<file path="config.mk">
export PLATFORM = sky130hd
export DESIGN_NAME = ris_top
export DESIGN_NICKNAME = d
export VERILOG_FILES = /design/src/rtl/ris_pkg.sv /design/src/rtl/ris_top.sv
export VERILOG_INCLUDE_DIRS = /design/src /design/src/rtl
export SDC_FILE = /design/constraint.sdc
export NUM_CORES = 1
export LEC_CHECK = 0
export BUFFER_PORTS_ARGS = -buffer_cell sky130_fd_sc_hd__clkbuf_2
export CAP_MARGIN = 15
export CORE_MARGIN = 2
export CORE_UTILIZATION = 35
export DETAILED_ROUTE_END_ITERATION = 12
export SYNTH_ARGS = -nofsm -noshare
export SYNTH_HDL_FRONTEND = slang
export SYNTH_SLANG_ARGS = --single-unit
</file>
<file path="constraint.sdc">
create_clock -name sys_clk -period 5.4 [get_ports sys_clk]
set_clock_uncertainty 0.15 [all_clocks]
set_input_delay 1.08 -clock sys_clk [delete_from_list [all_inputs] [get_ports sys_clk]]
set_output_delay 1.08 -clock sys_clk [all_outputs]
set_load 0.02 [all_outputs]
</file>
<file path="src/rtl/ris_defs.svh">
`ifndef RIS_DEFS_SVH
`define RIS_DEFS_SVH

// ****************************************
// register addresses
// ****************************************
`define RIS_ADDR_STATUS_ONE 8'h24
`define RIS_ADDR_STATUS_TWO 8'h25
`define RIS_ADDR_STATUS_THREE 8'h26
`define RIS_ADDR_MASK_ONE 8'h2A
`define RIS_ADDR_MASK_TWO 8'h2B
`define RIS_ADDR_MASK_THREE 8'h2C

// ****************************************
// reset values
// ****************************************
`define RIS_RST_STATUS_ONE 8'h01
`define RIS_RST_STATUS_TWO 8'h00
`define RIS_RST_STATUS_THREE 8'h00
`define RIS_RST_MASK 8'hFF

// ****************************************
// field positions
// ****************************************
`define RIS_BIT_BANK_ONE_CLR 7
`define RIS_BIT_BANK_ZERO_CLR 6
`define RIS_BIT_FULL 5
`define RIS_BIT_EMPTY 4
`define RIS_BIT_ADDR_ABORT 3
`define RIS_BIT_VCO_CAL 2
`define RIS_BIT_CLK_STABLE 0
`define RIS_BIT_TX_BUF_ERR 7
`define RIS_BIT_RX_BUF_ERR 6
`define RIS_BIT_TX_LEN_ERR 5
`define RIS_BIT_RX_LEN_ERR 4
`define RIS_BIT_SYNC_DET 3
`define RIS_BIT_RF_STATE 2
`define RIS_BIT_DIV_DONE 1
`define RIS_BIT_CCA_DONE 0
`define RIS_BIT_TX_ACC_ONE 7
`define RIS_BIT_TX_ACC_ZERO 6
`define RIS_BIT_CRC_ERR_ONE 5
`define RIS_BIT_CRC_ERR_ZERO 4
`define RIS_BIT_RX_DONE_ONE 3
`define RIS_BIT_RX_DONE_ZERO 2
`define RIS_BIT_TX_DONE_ONE 1
`define RIS_BIT_TX_DONE_ZERO 0
// bits of group one that can reach the pin: 5,4,3,2,0
`define RIS_PIN_BITS_ONE 8'h3D
`define RIS_ALL_BITS 8'hFF
`define RIS_PIN_BITS_TWO 8'hFF
`define RIS_PIN_BITS_THREE 8'hFF
`define RIS_MAX_LEN_4D 11'h081

`endif

</file>
<file path="src/rtl/ris_pkg.sv">
package ris_pkg;

    typedef struct packed {
        logic wr;
        logic rd;
        logic [7:0] addr;
        logic [7:0] wdata;
    } ris_bus_type;

    typedef struct packed {
        logic tx_req_acc_one;
        logic tx_req_acc_zero;
        logic crc_err_one;
        logic crc_err_zero;
        logic rx_done_one;
        logic rx_done_zero;
        logic tx_done_one;
        logic tx_done_zero;
    } ris_pkt_ev_type;

    typedef struct packed {
        logic tx_buf_err;
        logic rx_buf_err;
        logic sync_det;
        logic rf_state_done;
        logic div_done;
        logic cca_done;
    } ris_link_ev_type;

    typedef struct packed {
        logic [7:0] st_one;
        logic [7:0] st_two;
        logic [7:0] st_three;
        logic [7:0] mask_one;
        logic [7:0] mask_two;
        logic [7:0] mask_three;
        logic [7:0] rdata;
        logic irq_n;
        logic bank_one_clear_pulse;
        logic bank_zero_clear_pulse;
    } ris_state_type;

endpackage

</file>
<file path="src/rtl/ris_top.sv">
// Operation
// - writing zero clears a status bit
// - status bits record regardless of mask
// - pin held low while unmasked bit pending
// - group one resets 0x01, others zero
// - bank clear bit sets on read start
// - bank clear bits never drive pin
// - bit five: remaining above upper threshold
// - bit four: remaining below lower threshold
// - abort and calibration complete flags
// - transmit buffer access error flag
// - receive buffer access error flag
// - transmit length error in 4d mode
// - receive length error in 4d mode
// - sync-word detection flag
// - rf state transition complete flag
// - diversity and channel assessment complete flags
// - transmit request accepted per buffer
// - crc error per receive buffer
// - reception complete per buffer
// - transmission complete per buffer
// - mask registers, reset all ones
// - indication clears also clear the receive and crc bits of group three
`timescale 1ns/1ps
`include "ris_defs.svh"

module ris_top #(
    parameter int LEN_W = 11,
    parameter int LVL_W = 9
) (
    // ****************************************
    // clock, reset and register bus
    // ****************************************
    input wire logic sys_clk,
    input wire logic rst,
    input wire ris_pkg::ris_bus_type bus,
    output logic [7:0] rdata,
    output logic irq_out_n,
    // ****************************************
    // buffer bank handshake
    // ****************************************
    output logic bank_one_clear,
    output logic bank_zero_clear,
    input wire logic bank_one_read_start,
    input wire logic bank_zero_read_start,
    // ****************************************
    // buffer levels and alarm thresholds
    // ****************************************
    input wire logic [LVL_W-1:0] tx_remaining,
    input wire logic [LVL_W-1:0] rx_remaining,
    input wire logic [LVL_W-1:0] tx_upper_threshold,
    input wire logic [LVL_W-1:0] rx_upper_threshold,
    input wire logic [LVL_W-1:0] tx_lower_threshold,
    input wire logic [LVL_W-1:0] rx_lower_threshold,
    // ****************************************
    // one-shot completion events
    // ****************************************
    input wire logic addr_abort_done,
    input wire logic vco_cal_done,
    input wire logic clk_stable_done,
    // ****************************************
    // length field checks
    // ****************************************
    input wire logic mode_4d,
    input wire logic tx_len_write,
    input wire logic [LEN_W-1:0] tx_len_value,
    input wire logic rx_len_valid,
    input wire logic [LEN_W-1:0] rx_len_value,
    // ****************************************
    // grouped link and packet events
    // ****************************************
    input wire ris_pkg::ris_link_ev_type link_ev,
    input wire ris_pkg::ris_pkt_ev_type pkt_ev,
    // ****************************************
    // indication clears
    // ****************************************
    input wire logic rx_done_indication_clr_one,
    input wire logic rx_done_indication_clr_zero,
    input wire logic crc_ok_clr_one,
    input wire logic crc_ok_clr_zero
);

    // ****************************************
    // helpers
    // ****************************************
    // set wins over clear; write of one leaves bit alone
    function automatic logic [7:0] upd(input logic [7:0] cur, input logic [7:0] set,
                                       input logic wr, input logic [7:0] wd,
                                       input logic [7:0] hwclr);
        logic [7:0] keep;
        keep = wr ? (cur & wd) : cur;
        return ((keep & ~hwclr) | set);
    endfunction

    // the length limit only counts in the 4d packet mode
    function automatic logic len_too_long(input logic [LEN_W-1:0] len);
        return len > LEN_W'(`RIS_MAX_LEN_4D);
    endfunction

    // strict compare: a level equal to its threshold raises nothing
    function automatic logic above(input logic [LVL_W-1:0] lvl,
                                   input logic [LVL_W-1:0] thr);
        return lvl > thr;
    endfunction

    // enabled bits of one group that may pull the pin
    function automatic logic pending(input logic [7:0] st,
                                     input logic [7:0] msk,
                                     input logic [7:0] pin_bits);
        return |(st & msk & pin_bits);
    endfunction

    // write strobe aimed at one offset
    function automatic logic hit(input ris_pkg::ris_bus_type b,
                                 input logic [7:0] addr);
        return b.wr && (b.addr == addr);
    endfunction

    // unmapped offsets read as zero
    function automatic logic [7:0] read_reg(input ris_pkg::ris_state_type st,
                                            input logic [7:0] addr);
        logic [7:0] val;
        unique case (addr)
            `RIS_ADDR_STATUS_ONE: val = st.st_one;
            `RIS_ADDR_STATUS_TWO: val = st.st_two;
            `RIS_ADDR_STATUS_THREE: val = st.st_three;
            `RIS_ADDR_MASK_ONE: val = st.mask_one;
            `RIS_ADDR_MASK_TWO: val = st.mask_two;
            `RIS_ADDR_MASK_THREE: val = st.mask_three;
            default: val = 8'h00;
        endcase
        return val;
    endfunction

    // ****************************************
    // state and decoded strobes
    // ****************************************
    ris_pkg::ris_state_type s_q;
    ris_pkg::ris_state_type s_d;
    logic [7:0] set_one;
    logic [7:0] set_two;
    logic [7:0] set_three;
    logic [7:0] clr_three;
    logic wr_one;
    logic wr_two;
    logic wr_three;
    logic wr_mask_one;
    logic wr_mask_two;
    logic wr_mask_three;
    logic tx_over;
    logic rx_over;
    logic tx_under;
    logic rx_under;
    logic tx_len_err;
    logic rx_len_err;
    logic pend_one;
    logic pend_two;
    logic pend_three;

    // ****************************************
    // write decode
    // ****************************************
    assign wr_one = hit(bus, `RIS_ADDR_STATUS_ONE);
    assign wr_two = hit(bus, `RIS_ADDR_STATUS_TWO);
    assign wr_three = hit(bus, `RIS_ADDR_STATUS_THREE);
    assign wr_mask_one = hit(bus, `RIS_ADDR_MASK_ONE);
    assign wr_mask_two = hit(bus, `RIS_ADDR_MASK_TWO);
    assign wr_mask_three = hit(bus, `RIS_ADDR_MASK_THREE);

    // ****************************************
    // level alarms
    // ****************************************
    // levels, not edges: a flag cleared while the level persists sets again
    assign tx_over = above(tx_remaining, tx_upper_threshold);
    assign rx_over = above(rx_remaining, rx_upper_threshold);
    assign tx_under = above(tx_lower_threshold, tx_remaining);
    assign rx_under = above(rx_lower_threshold, rx_remaining);

    // ****************************************
    // length checks
    // ****************************************
    assign tx_len_err = mode_4d && tx_len_write
        && len_too_long(tx_len_value);
    assign rx_len_err = mode_4d && rx_len_valid
        && len_too_long(rx_len_value);

    // ****************************************
    // group one events
    // ****************************************
    always_comb
    begin
        set_one = 8'h00;
        set_one[`RIS_BIT_BANK_ONE_CLR] = bank_one_read_start;
        set_one[`RIS_BIT_BANK_ZERO_CLR] = bank_zero_read_start;
        set_one[`RIS_BIT_FULL] = tx_over || rx_over;
        set_one[`RIS_BIT_EMPTY] = tx_under || rx_under;
        set_one[`RIS_BIT_ADDR_ABORT] = addr_abort_done;
        set_one[`RIS_BIT_VCO_CAL] = vco_cal_done;
        set_one[`RIS_BIT_CLK_STABLE] = clk_stable_done;
    end

    // ****************************************
    // group two events
    // ****************************************
    always_comb
    begin
        set_two = 8'h00;
        set_two[`RIS_BIT_TX_BUF_ERR] = link_ev.tx_buf_err;
        set_two[`RIS_BIT_RX_BUF_ERR] = link_ev.rx_buf_err;
        set_two[`RIS_BIT_TX_LEN_ERR] = tx_len_err;
        set_two[`RIS_BIT_RX_LEN_ERR] = rx_len_err;
        set_two[`RIS_BIT_SYNC_DET] = link_ev.sync_det;
        set_two[`RIS_BIT_RF_STATE] = link_ev.rf_state_done;
        set_two[`RIS_BIT_DIV_DONE] = link_ev.div_done;
        set_two[`RIS_BIT_CCA_DONE] = link_ev.cca_done;
    end

    // ****************************************
    // group three events
    // ****************************************
    always_comb
    begin
        set_three = 8'h00;
        set_three[`RIS_BIT_TX_ACC_ONE] = pkt_ev.tx_req_acc_one;
        set_three[`RIS_BIT_TX_ACC_ZERO] = pkt_ev.tx_req_acc_zero;
        set_three[`RIS_BIT_CRC_ERR_ONE] = pkt_ev.crc_err_one;
        set_three[`RIS_BIT_CRC_ERR_ZERO] = pkt_ev.crc_err_zero;
        set_three[`RIS_BIT_RX_DONE_ONE] = pkt_ev.rx_done_one;
        set_three[`RIS_BIT_RX_DONE_ZERO] = pkt_ev.rx_done_zero;
        set_three[`RIS_BIT_TX_DONE_ONE] = pkt_ev.tx_done_one;
        set_three[`RIS_BIT_TX_DONE_ZERO] = pkt_ev.tx_done_zero;
        // indication clears only reach the receive and crc bits
        clr_three = 8'h00;
        clr_three[`RIS_BIT_CRC_ERR_ONE] = crc_ok_clr_one;
        clr_three[`RIS_BIT_CRC_ERR_ZERO] = crc_ok_clr_zero;
        clr_three[`RIS_BIT_RX_DONE_ONE] = rx_done_indication_clr_one;
        clr_three[`RIS_BIT_RX_DONE_ZERO] = rx_done_indication_clr_zero;
    end

    // ****************************************
    // pin sources
    // ****************************************
    assign pend_one = pending(s_q.st_one, s_q.mask_one, `RIS_PIN_BITS_ONE);
    assign pend_two = pending(s_q.st_two, s_q.mask_two, `RIS_PIN_BITS_TWO);
    assign pend_three = pending(s_q.st_three, s_q.mask_three, `RIS_PIN_BITS_THREE);

    // ****************************************
    // next state
    // ****************************************
    always_comb
    begin
        s_d = s_q;
        // ****************************************
        // status update, masks play no part
        // ****************************************
        s_d.st_one = upd(s_q.st_one, set_one, wr_one, bus.wdata, 8'h00);
        s_d.st_two = upd(s_q.st_two, set_two, wr_two, bus.wdata, 8'h00);
        s_d.st_three = upd(s_q.st_three, set_three, wr_three, bus.wdata, clr_three);

        // ****************************************
        // bank clear pulses
        // ****************************************
        s_d.bank_one_clear_pulse = 1'b0;
        s_d.bank_zero_clear_pulse = 1'b0;
        if (wr_one)
        begin
            s_d.bank_one_clear_pulse = !bus.wdata[`RIS_BIT_BANK_ONE_CLR];
            s_d.bank_zero_clear_pulse = !bus.wdata[`RIS_BIT_BANK_ZERO_CLR];
        end

        // ****************************************
        // mask writes
        // ****************************************
        if (wr_mask_one)
        begin
            s_d.mask_one = bus.wdata;
        end
        if (wr_mask_two)
        begin
            s_d.mask_two = bus.wdata;
        end
        if (wr_mask_three)
        begin
            s_d.mask_three = bus.wdata;
        end

        // ****************************************
        // read data, held until the next read
        // ****************************************
        if (bus.rd)
        begin
            s_d.rdata = read_reg(s_q, bus.addr);
        end

        // ****************************************
        // pin level
        // ****************************************
        // registered, so the pin never glitches between groups
        s_d.irq_n = !(pend_one || pend_two || pend_three);
    end

    // ****************************************
    // registers
    // ****************************************
    always_ff @(posedge sys_clk)
    begin
        if (rst)
        begin
            // status groups
            s_q.st_one <= `RIS_RST_STATUS_ONE;
            s_q.st_two <= `RIS_RST_STATUS_TWO;
            s_q.st_three <= `RIS_RST_STATUS_THREE;
            // every source enabled
            s_q.mask_one <= `RIS_RST_MASK;
            s_q.mask_two <= `RIS_RST_MASK;
            s_q.mask_three <= `RIS_RST_MASK;
            // outputs idle
            s_q.rdata <= 8'h00;
            s_q.irq_n <= 1'b1;
            s_q.bank_one_clear_pulse <= 1'b0;
            s_q.bank_zero_clear_pulse <= 1'b0;
        end
        else
        begin
            s_q <= s_d;
        end
    end

    // ****************************************
    // outputs
    // ****************************************
    assign rdata = s_q.rdata;
    assign irq_out_n = s_q.irq_n;
    assign bank_one_clear = s_q.bank_one_clear_pulse;
    assign bank_zero_clear = s_q.bank_zero_clear_pulse;

endmodule // ris_top

</file>
==> impl_metrics.py, run 1 <==
metrics = {
    "setup_path": {
        "path_class": "in2reg",
        "arrival_ns": 3.02,
        "cp-start-kind": "primary input",
        "timing.critical_path.fanout_max": 9,
        "cp-end-kind": "flop",
        "crit_required_ns": 5.46,
    },
    "synthesis": {
        "ys_seq_area_share_pct": 32.8,
        "synth_cells": 425,
        "synth.largest_area_cell": "dfxtp_1",
        "yosysWarnings": 0,
        "synth.ff_latch_count": 59,
        "synth.net_count": 583,
        "synth.most_common_cell": "dfxtp_1",
        "synthesis.area_mm2": 0.00360,
        "synth.avg_cell_area_um2": 8.48,
        "ys_top_cells_by_count": "dfxtp_1 (59), inv_1 (56), ha_1 (36)",
        "synth_edf_count": 0,
        "synthFlopType": "dfxtp_1",
        "async_flop_share_pct": 0,
        "synth_top_area_share_pct": 32.8,
        "synth_area_leaders": "dfxtp_1 (33%), ha_1 (12%), a22oi_1 (6.9%)",
        "yosysUniqueCellTypes": 35,
    },
    "clock_tree": {
        "postCtsSetupRepairBufs": 0,
        "ctsResizeCount": 0,
        "numCtsBuffers": 9,
        "cts_buffer_depth": 2,
        "hold_buffers": 0,
        "cts_tree": "yes",
        "cts_max_level": 3,
        "clk_latency_ns": 0.35,
        "cts.root.buffer_cell": "clkbuf_8",
        "cts_sinks": 59,
        "clk_pin_slew_worst_paths_ns": 0.07,
    },
    "die": {
        "die_y_um": 105,
        "fp.dieW_um": 105,
        "dieArea_mm2": 0.0111,
        "pin_count": 133,
        "coreArea_mm2": 0.0101,
        "core.rowCount": 37,
        "initial_core_util_pct": 35.6,
    },
    "cells_and_area": {
        "drive_gt1_share_pct": 29.3,
        "stdcell_count": 683,
        "regArea_mm2": 0.00118,
        "fillers": 1023,
        "num_antenna_cells": 0,
        "syn_to_final_growth_pct": 24.0,
        "final_nets": 700,
        "final_area_mm2": 0.00447,
        "multi_input_area_mm2": 0.00207,
        "fin_util_pct": 44.1,
    },
    "detailed_routing": {
        "dr.pass1.iters": 5,
        "drc": 0,
        "drt_iter0_drc": 229,
        "finalWirelength_um": 10300,
        "via_count": 3577,
        "ant_nets": 0,
        "wire_per_inst_um": 15.1,
        "viasPerCell": 5.24,
    },
    "global_route": {
        "grt_pass1_wl_um": 16900,
        "grt_usage_pct": 19.1,
        "grt_max_degree": 60,
        "grt_overflow": 0,
        "antenna_found_initial": 0,
        "grt_pass1_vias": 3554,
    },
    "power": {
        "power.leakage_nw": 2.24,
        "power.density_mw_per_mm2": 224,
        "power.total_uw": 1000,
        "peakVddDrop_v": 0.000104,
    },
    "sta": {
        "slew_viol_final": 0,
        "slew-limit-headroom_pct": 54.1,
        "hold_violations": 0,
        "tightest_slew_ns": 0.686,
        "rsz0062_at_grt": "no",
        "max_freq_ghz": 0.337,
        "setup_violations": 0,
        "tns_ns": 0,
        "period_share_pct": 54.9,
        "fin_crit_ns": 2.96,
    },
    "placement": {
        "place_area_mm2": 0.00429,
        "place_inst": 667,
        "place_hpwl_um": 7850,
        "gp_congestion": 0.828,
        "io_buffers": 130,
    },
    "flow_run": {
        "max-cap-violations": 0,
    },
    "worst_hold_path": {
        "min_path_type": "reg2reg",
    },
    "run_status": {
        "outcome": "complete, no violations",
    },
}
state kept, by name, summed over array words and instances, names as in the netlist:
| register | cells |
|---|---|
| irq_out_n | 1 |
| s_q | 48 |
| rdata | 8 |
| bank_zero_clear | 1 |
| bank_one_clear | 1 |
logic make-up (layout without fill, tap and decap cells):
logic type	Yosys count	after routing	share of synthesized area [%]
compound gates	136	136	25.0
fa+ha+maj	36	36	12.5
buf+inv	81	203	9.82
flops	59	59	32.8
simple gates	113	113	20.0
report_power, final:
group / switching [mW] / internal, mW
Sequential: 0.0130 / 0.451
Combinational: 0.0888 / 0.0792
Clock: 0.180 / 0.188
through the flow:
step | setup WS, ns | hold WS [ns]
4_1_cts | 2.44 | 0.317
2_1_floorplan | 2.82 | 0.286
5_1_grt | 2.30 | 0.341
3_5_place_dp | 2.06 | 0.302
3_3_place_gp | 2.15 | 0.294
6_report | 2.44 | 0.320
path summary, 6_finish.rpt:
check                            start              endpoint  slack, ns  depth (start not counted)
hold reg to reg   s_q[34]$_SDFFE_PP1P_  s_q[34]$_SDFFE_PP1P_       0.32                          1
hold / removal    s_q[34]$_SDFFE_PP1P_  s_q[34]$_SDFFE_PP1P_       0.32                          1
setup reg to reg    s_q[49]$_SDFF_PP0_  irq_out_n$_SDFF_PP1_       4.15                          4
setup / recovery               bus[15]    s_q[37]$_SDFF_PP0_       2.44                          6
per-layer routing:
layer	vias up	GRT usage (%)	part of all wire, %
met5	-	0	0
met1	1624	22.6	41
met2	156	32.5	49
met3	20	5.32	7.9
li1	1777	-	-
met4	0	7.43	2.2
layout make-up:
type	count	share of cell area, %
clock inverter	5	0.616
timing repair buffer	131	14.7
inverter	56	4.70
tap	136	3.81
clock buffer	11	3.39
multi-input combinational	285	46.3
sequential	59	26.4
worst max-delay path, cell delays in order:
cell and delay [ns]:
clkbuf_2 0.11, nor4b_4 0.39, nor4b_4 0.62, nand2_1 0.43, o21ai_0 0.29, a21oi_1 0.10
cell usage in the layout (no fill, tap or decap), types with 3 or more instances in the layout:
cell,count
nor3_1,7
nand4_1,7
nor4b_4,4
clkinv_2,4
clkbuf_2,130
nand2_1,17
nor3_2,7
inv_1,56
a21o_1,3
o21bai_1,3
nand3_1,5
clkbuf_8,11
o21ai_0,28
a21oi_1,35
and3_1,24
nor2b_1,4
and4_1,8
dfxtp_1,59
ha_1,36
a22oi_1,33
a211o_1,21
nor2_1,22
(Power assumes the default switching activity.)
==> run 2, diff against run 1 <==
- clock period: 5.4 -> 2.8 ns (I/O delays scaled with it)
==> run 2 against run 1 <==
  * Sequential share of layout area shrank 0.43 points
  * Wire length is 0.62% higher
  * Sequential power up 93%
==> impl_metrics.py, run 2 (synthesis gave the netlist of run 1 again) <==
metrics = {
    "power": {
        "power.density_mw_per_mm2": 421,
        "power.leakage_nw": 2.28,
        "peakVddDrop_v": 0.000213,
    },
    "sta": {
        "slew-limit-headroom_pct": 50.8,
        "slew_viol_final": 0,
        "tightest_slew_ns": 0.738,
        "setup_violations": 0,
        "rsz0062_at_grt": "no",
        "max_freq_ghz": 0.482,
        "fin_hold_ws_ns": 0.267,
        "fin_crit_ns": 2.07,
        "period_share_pct": 74.0,
        "hold_violations": 0,
        "tns_ns": 0,
        "setup_ws_ns": 0.727,
    },
    "cells_and_area": {
        "final_nets": 709,
        "syn_to_final_growth_pct": 26.0,
        "stdcell_count": 692,
        "drive_gt1_share_pct": 29.9,
        "regArea_mm2": 0.00118,
        "layout_common_cells": "clkbuf_2 (130), dfxtp_1 (59), inv_1 (56)",
        "top_regs": "s_q (48), rdata (8)",
        "layout_commonest_cell": "clkbuf_2",
        "num_antenna_cells": 0,
        "largest_reg_flops": 48,
        "top_register": "s_q",
        "multi_input_area_mm2": 0.00207,
        "fillers": 1035,
        "final_area_mm2": 0.00454,
    },
    "placement": {
        "detailedPlace.worstSlack_ns": 0.407,
        "place_hpwl_um": 8030,
        "io_buffers": 130,
        "place_area_mm2": 0.00437,
        "place_inst": 676,
        "gp_congestion": 0.833,
    },
    "die": {
        "initial_core_util_pct": 35.6,
        "die_y_um": 105,
        "fp.dieW_um": 105,
        "core.rowCount": 37,
        "dieArea_mm2": 0.0111,
        "coreArea_mm2": 0.0101,
        "pin_count": 133,
    },
    "clock_tree": {
        "cts_max_level": 3,
        "hold_buffers": 0,
        "clk_pin_slew_worst_paths_ns": 0.06,
        "cts_sinks": 59,
        "ctsResizeCount": 0,
        "numCtsBuffers": 9,
        "clk_latency_ns": 0.34,
        "cts_tree": "yes",
        "cts_buffer_depth": 2,
        "postCtsSetupRepairBufs": 0,
        "cts.root.buffer_cell": "clkbuf_8",
    },
    "setup_path": {
        "r2r_slack_ns": 1.57,
        "setup.worst_path.end": "s_q[24]$_SDFFE_PP1P_",
        "cp-end-kind": "flop",
        "arrival_ns": 2.15,
        "path_class": "in2reg",
        "timing.critical_path.fanout_max": 8,
        "r2r_end": "irq_out_n$_SDFF_PP1_",
        "worstRegToRegCells": 4,
        "crit_required_ns": 2.88,
        "r2r-start": "s_q[49]$_SDFF_PP0_",
        "startpoint": "bus[15]",
        "cp-start-kind": "primary input",
    },
    "worst_hold_path": {
        "min_path_type": "in2reg",
    },
    "global_route": {
        "grt_pass1_wl_um": 17400,
        "grt_max_degree": 33,
        "antenna_found_initial": 0,
        "grt_usage_pct": 19.4,
        "grt_overflow": 0,
        "grt_pass1_vias": 3628,
    },
    "detailed_routing": {
        "viasPerCell": 5.22,
        "dr.pass1.iters": 6,
        "ant_nets": 0,
        "finalWirelength_um": 10400,
        "wire_per_inst_um": 15.0,
        "drt_iter0_drc": 217,
        "drc": 0,
        "via_count": 3613,
    },
    "flow_run": {
        "max-cap-violations": 0,
    },
    "run_status": {
        "outcome": "complete, no violations",
    },
}
[run 2: changes by cell type in the layout (fill, tap and decap cells not counted), sizes merged]
cell      before  now
buf            1   10
clkbuf       141  144
clkinv         4    2
clkinvlp       1    0
[run 2: layout make-up]
| class | count | share of cell area, % |
|---|---|---|
| clock inverters | 2 | 0.220 |
| inverters | 56 | 4.63 |
| well taps | 136 | 3.75 |
| multi-input cells | 285 | 45.6 |
| flip-flops and latches | 59 | 26.0 |
| clock buffers | 14 | 3.58 |
| repair buffers | 140 | 16.3 |
[run 2: worst min path at each step]
stage / startpoint / end / cells after the start
finish: clk_stable_done / s_q[51]$_SDFF_PP1_ / 3
CTS: clk_stable_done / s_q[51]$_SDFF_PP1_ / 3
global placement: s_q[34]$_SDFFE_PP1P_ / s_q[34]$_SDFFE_PP1P_ / 1
floorplan: s_q[28]$_SDFFE_PP1P_ / s_q[28]$_SDFFE_PP1P_ / 1
detailed placement: s_q[34]$_SDFFE_PP1P_ / s_q[34]$_SDFFE_PP1P_ / 1
global route: clk_stable_done / s_q[51]$_SDFF_PP1_ / 3
[run 2: where the power goes]
group	internal, mW	switching (mW)
clock	0.368	0.322
sequential	0.871	0.0256
combinational	0.155	0.171
total	1.39	0.519
[run 2: per-stage QoR]
| step | utilization, % | power [mW] |
|---|---|---|
| 6_report | 44.8 | 1.91 |
| 5_1_grt | 44.8 | 2.01 |
| 4_1_cts | 44.8 | 1.93 |
| 3_5_place_dp | 43.1 | 1.24 |
| 3_3_place_gp | 43.1 | 1.23 |
| 2_1_floorplan | - | 1.09 |
[run 2: worst max-delay path, stage by stage]
cell and delay (ns):
clkbuf_2 0.10, nor4b_4 0.40, and3_1 0.41, nand2_1 0.30, a211o_1 0.38
[run 2: metal layers]
layer / routed length [um] / global-route usage (%)
met2: 4960 / 33.7
met3: 899 / 4.51
met5: 0 / 0
met1: 4290 / 22.7
met4: 262 / 8.67
==> run 3, diff against run 2 <==
- ABC_AREA: unset -> 1
- clock period: 2.8 -> 1.9 ns (I/O delays scaled with it)
==> run 3 against run 2 <==
  * Setup slack worse by 0.29 ns
  * Largest power group unchanged
  * Sequential share of layout area decreased by 2.0 points
  * Combinational power up 65%
  * Clock-buffer cell count down 2
  * Synthesized area grew 7.9%
  * First-iteration DRC count rose by 3.2%
  * Flip-flop and latch count unchanged
  * Non-clock buffer count rose by 6
  * Wire length is 9.3% higher
  * Power increased by 65%
  * Die area is 7.6% higher
==> impl_metrics.py, run 3 <==
metrics = {
    "die": {
        "die_y_um": 109,
        "pin_count": 133,
        "initial_core_util_pct": 35.9,
        "dieArea_mm2": 0.0120,
        "core.rowCount": 38,
        "fp.dieW_um": 109,
        "coreArea_mm2": 0.0108,
    },
    "setup_path": {
        "arrival_ns": 1.59,
        "cp-start-kind": "primary input",
        "startpoint": "bus[15]",
        "path_class": "in2reg",
        "r2r_slack_ns": 0.74,
        "worstRegToRegCells": 5,
        "r2r-start": "s_q[13]$_SDFFE_PP1P_",
        "cp-end-kind": "flop",
        "crit_required_ns": 2.03,
        "r2r_end": "irq_out_n$_SDFF_PP1_",
        "timing.critical_path.fanout_max": 25,
    },
    "cells_and_area": {
        "fin_util_pct": 45.3,
        "fillers": 1131,
        "syn_to_final_growth_pct": 26.3,
        "top_register": "s_q",
        "layout_commonest_cell": "nand2_1",
        "drive_gt1_share_pct": 26.2,
        "largest_reg_flops": 48,
        "layout_common_cells": "nand2_1 (138), clkbuf_2 (130), inv_1 (77)",
        "final_area_mm2": 0.00491,
        "final_nets": 859,
        "num_antenna_cells": 0,
        "top_regs": "s_q (48), rdata (8)",
    },
    "detailed_routing": {
        "drt_iter0_drc": 224,
        "ant_nets": 0,
        "wire_per_inst_um": 13.4,
        "drc": 0,
        "finalWirelength_um": 11400,
        "viasPerCell": 4.87,
        "via_count": 4120,
        "dr.pass1.iters": 4,
    },
    "power": {
        "power.density_mw_per_mm2": 644,
        "peakVddDrop_v": 0.000391,
        "power.leakage_nw": 2.77,
    },
    "global_route": {
        "grt_usage_pct": 19.5,
        "antenna_found_initial": 0,
        "grt_pass1_vias": 3922,
        "grt_pass1_wl_um": 18100,
        "grt_max_degree": 33,
        "grt_overflow": 0,
    },
    "synthesis": {
        "synth.net_count": 726,
        "synth_cells": 568,
        "synth.most_common_cell": "nand2_1",
        "yosysWarnings": 0,
        "ys_seq_area_share_pct": 30.4,
        "synth_edf_count": 0,
        "synth.ff_latch_count": 59,
        "synthesis.area_mm2": 0.00389,
        "async_flop_share_pct": 0,
        "synth.avg_cell_area_um2": 6.85,
        "synth_area_leaders": "dfxtp_1 (30%), nand2_1 (13%), ha_1 (12%)",
        "synth_top_area_share_pct": 30.4,
        "synth.largest_area_cell": "dfxtp_1",
        "yosysUniqueCellTypes": 29,
        "synthFlopType": "dfxtp_1",
        "ys_top_cells_by_count": "nand2_1 (138), inv_1 (77), dfxtp_1 (59), nor2_1 (59), nand3_1 (53)",
    },
    "sta": {
        "tns_ns": 0,
        "tightest_slew_ns": 0.391,
        "rsz0062_at_grt": "no",
        "setup_violations": 0,
        "fin_hold_ws_ns": 0.0781,
        "fin_crit_ns": 1.47,
        "slew-limit-headroom_pct": 73.9,
        "slew_viol_final": 0,
        "hold_violations": 0,
        "period_share_pct": 77.2,
        "max_freq_ghz": 0.682,
    },
    "clock_tree": {
        "numCtsBuffers": 9,
        "cts.root.buffer_cell": "clkbuf_8",
        "cts_tree": "yes",
        "cts_sinks": 59,
        "clk_pin_slew_worst_paths_ns": 0.07,
        "ctsResizeCount": 0,
        "hold_buffers": 0,
        "cts_max_level": 3,
        "cts_buffer_depth": 2,
        "clk_latency_ns": 0.35,
        "postCtsSetupRepairBufs": 0,
    },
    "worst_hold_path": {
        "holdPathEnd": "s_q[51]$_SDFF_PP1_",
        "min_path_type": "in2reg",
        "min_path_cells": 3,
        "hold_path_startpoint": "clk_stable_done",
    },
    "placement": {
        "gp_congestion": 0.949,
        "io_buffers": 130,
        "place_hpwl_um": 9370,
        "place_area_mm2": 0.00469,
    },
    "run_status": {
        "outcome": "complete, no violations",
    },
    "flow_run": {
        "max-cap-violations": 0,
    },
}
run 3: cell types whose count changed after synthesis, moves of 21 or more:
cell,delta
nor2_1,+37
a22oi_1,-33
inv_1,+21
a211o_1,-21
nand3_1,+48
and3_1,-24
nand2_1,+121
run 3: layer usage:
metal,vias up,GRT usage (%),routed length [um]
li1,2125,-,-
met1,1839,24.2,5160
met2,140,34.1,5320
met3,16,3.50,680
met4,0,6.42,221
met5,-,0,0
run 3: metrics by stage:
| stage | setup slack, ns | power, mW | std cells |
|---|---|---|---|
| 2_1_floorplan | 0.339 | 1.65 | 568 |
| 3_3_place_gp | 0.0820 | 1.87 | 830 |
| 3_5_place_dp | 0.0742 | 1.89 | 830 |
| 4_1_cts | 0.443 | 3.19 | 846 |
| 5_1_grt | 0.272 | 3.31 | 846 |
| 6_report | 0.434 | 3.16 | 846 |
run 3: power by group:
group	total [mW]	internal, mW	switching (mW)
Clock	1.31	0.808	0.499
Combinational	0.535	0.235	0.301
Sequential	1.32	1.28	0.0374
Total	3.16	2.33	0.837
run 3: worst max-delay path, cell delays in order:
cell and delay (ns):
clkbuf_2 0.08, nor2_1 0.09, nand3_1 0.12, inv_1 0.20, buf_4 0.29, nand3_1 0.12, o21ai_0 0.09, nor2_1 0.08
a21oi_1 0.13
run 3: worst max path at each step:
stage                       endpoint  slack (ns)  cells after the start
2_1_floorplan   s_q[18]$_SDFFE_PP1P_        0.34                      7
3_3_place_gp      s_q[56]$_SDFF_PP0_        0.08                     10
3_5_place_dp   rdata[2]$_SDFFE_PP0P_        0.07                      9
4_1_cts        rdata[2]$_SDFFE_PP0P_        0.44                      9
5_1_grt           s_q[56]$_SDFF_PP0_        0.27                     10
6_report       rdata[2]$_SDFFE_PP0P_        0.43                      9
run 3: kinds of logic after synthesis:
group | Yosys count | synth area share, %
AO/OA/AOI/OAI | 90 | 14.4
adder cells (fa/ha/maj) | 36 | 11.6
buffers and inverters | 105 | 11.7
flip-flops | 59 | 30.4
AND/OR/NAND/NOR | 278 | 32.0
run 3: area by class of cell:
class | instances | area, um^2 | area share (%)
Clock buffer | 12 | 155 | 3.16
Clock inverter | 4 | 72.6 | 1.48
Inverter | 81 | 304 | 6.19
Multi-Input combinational cell | 404 | 2250 | 45.9
Sequential cell | 59 | 1180 | 24.0
Tap cell | 140 | 175 | 3.57
Timing Repair Buffer | 146 | 771 | 15.7
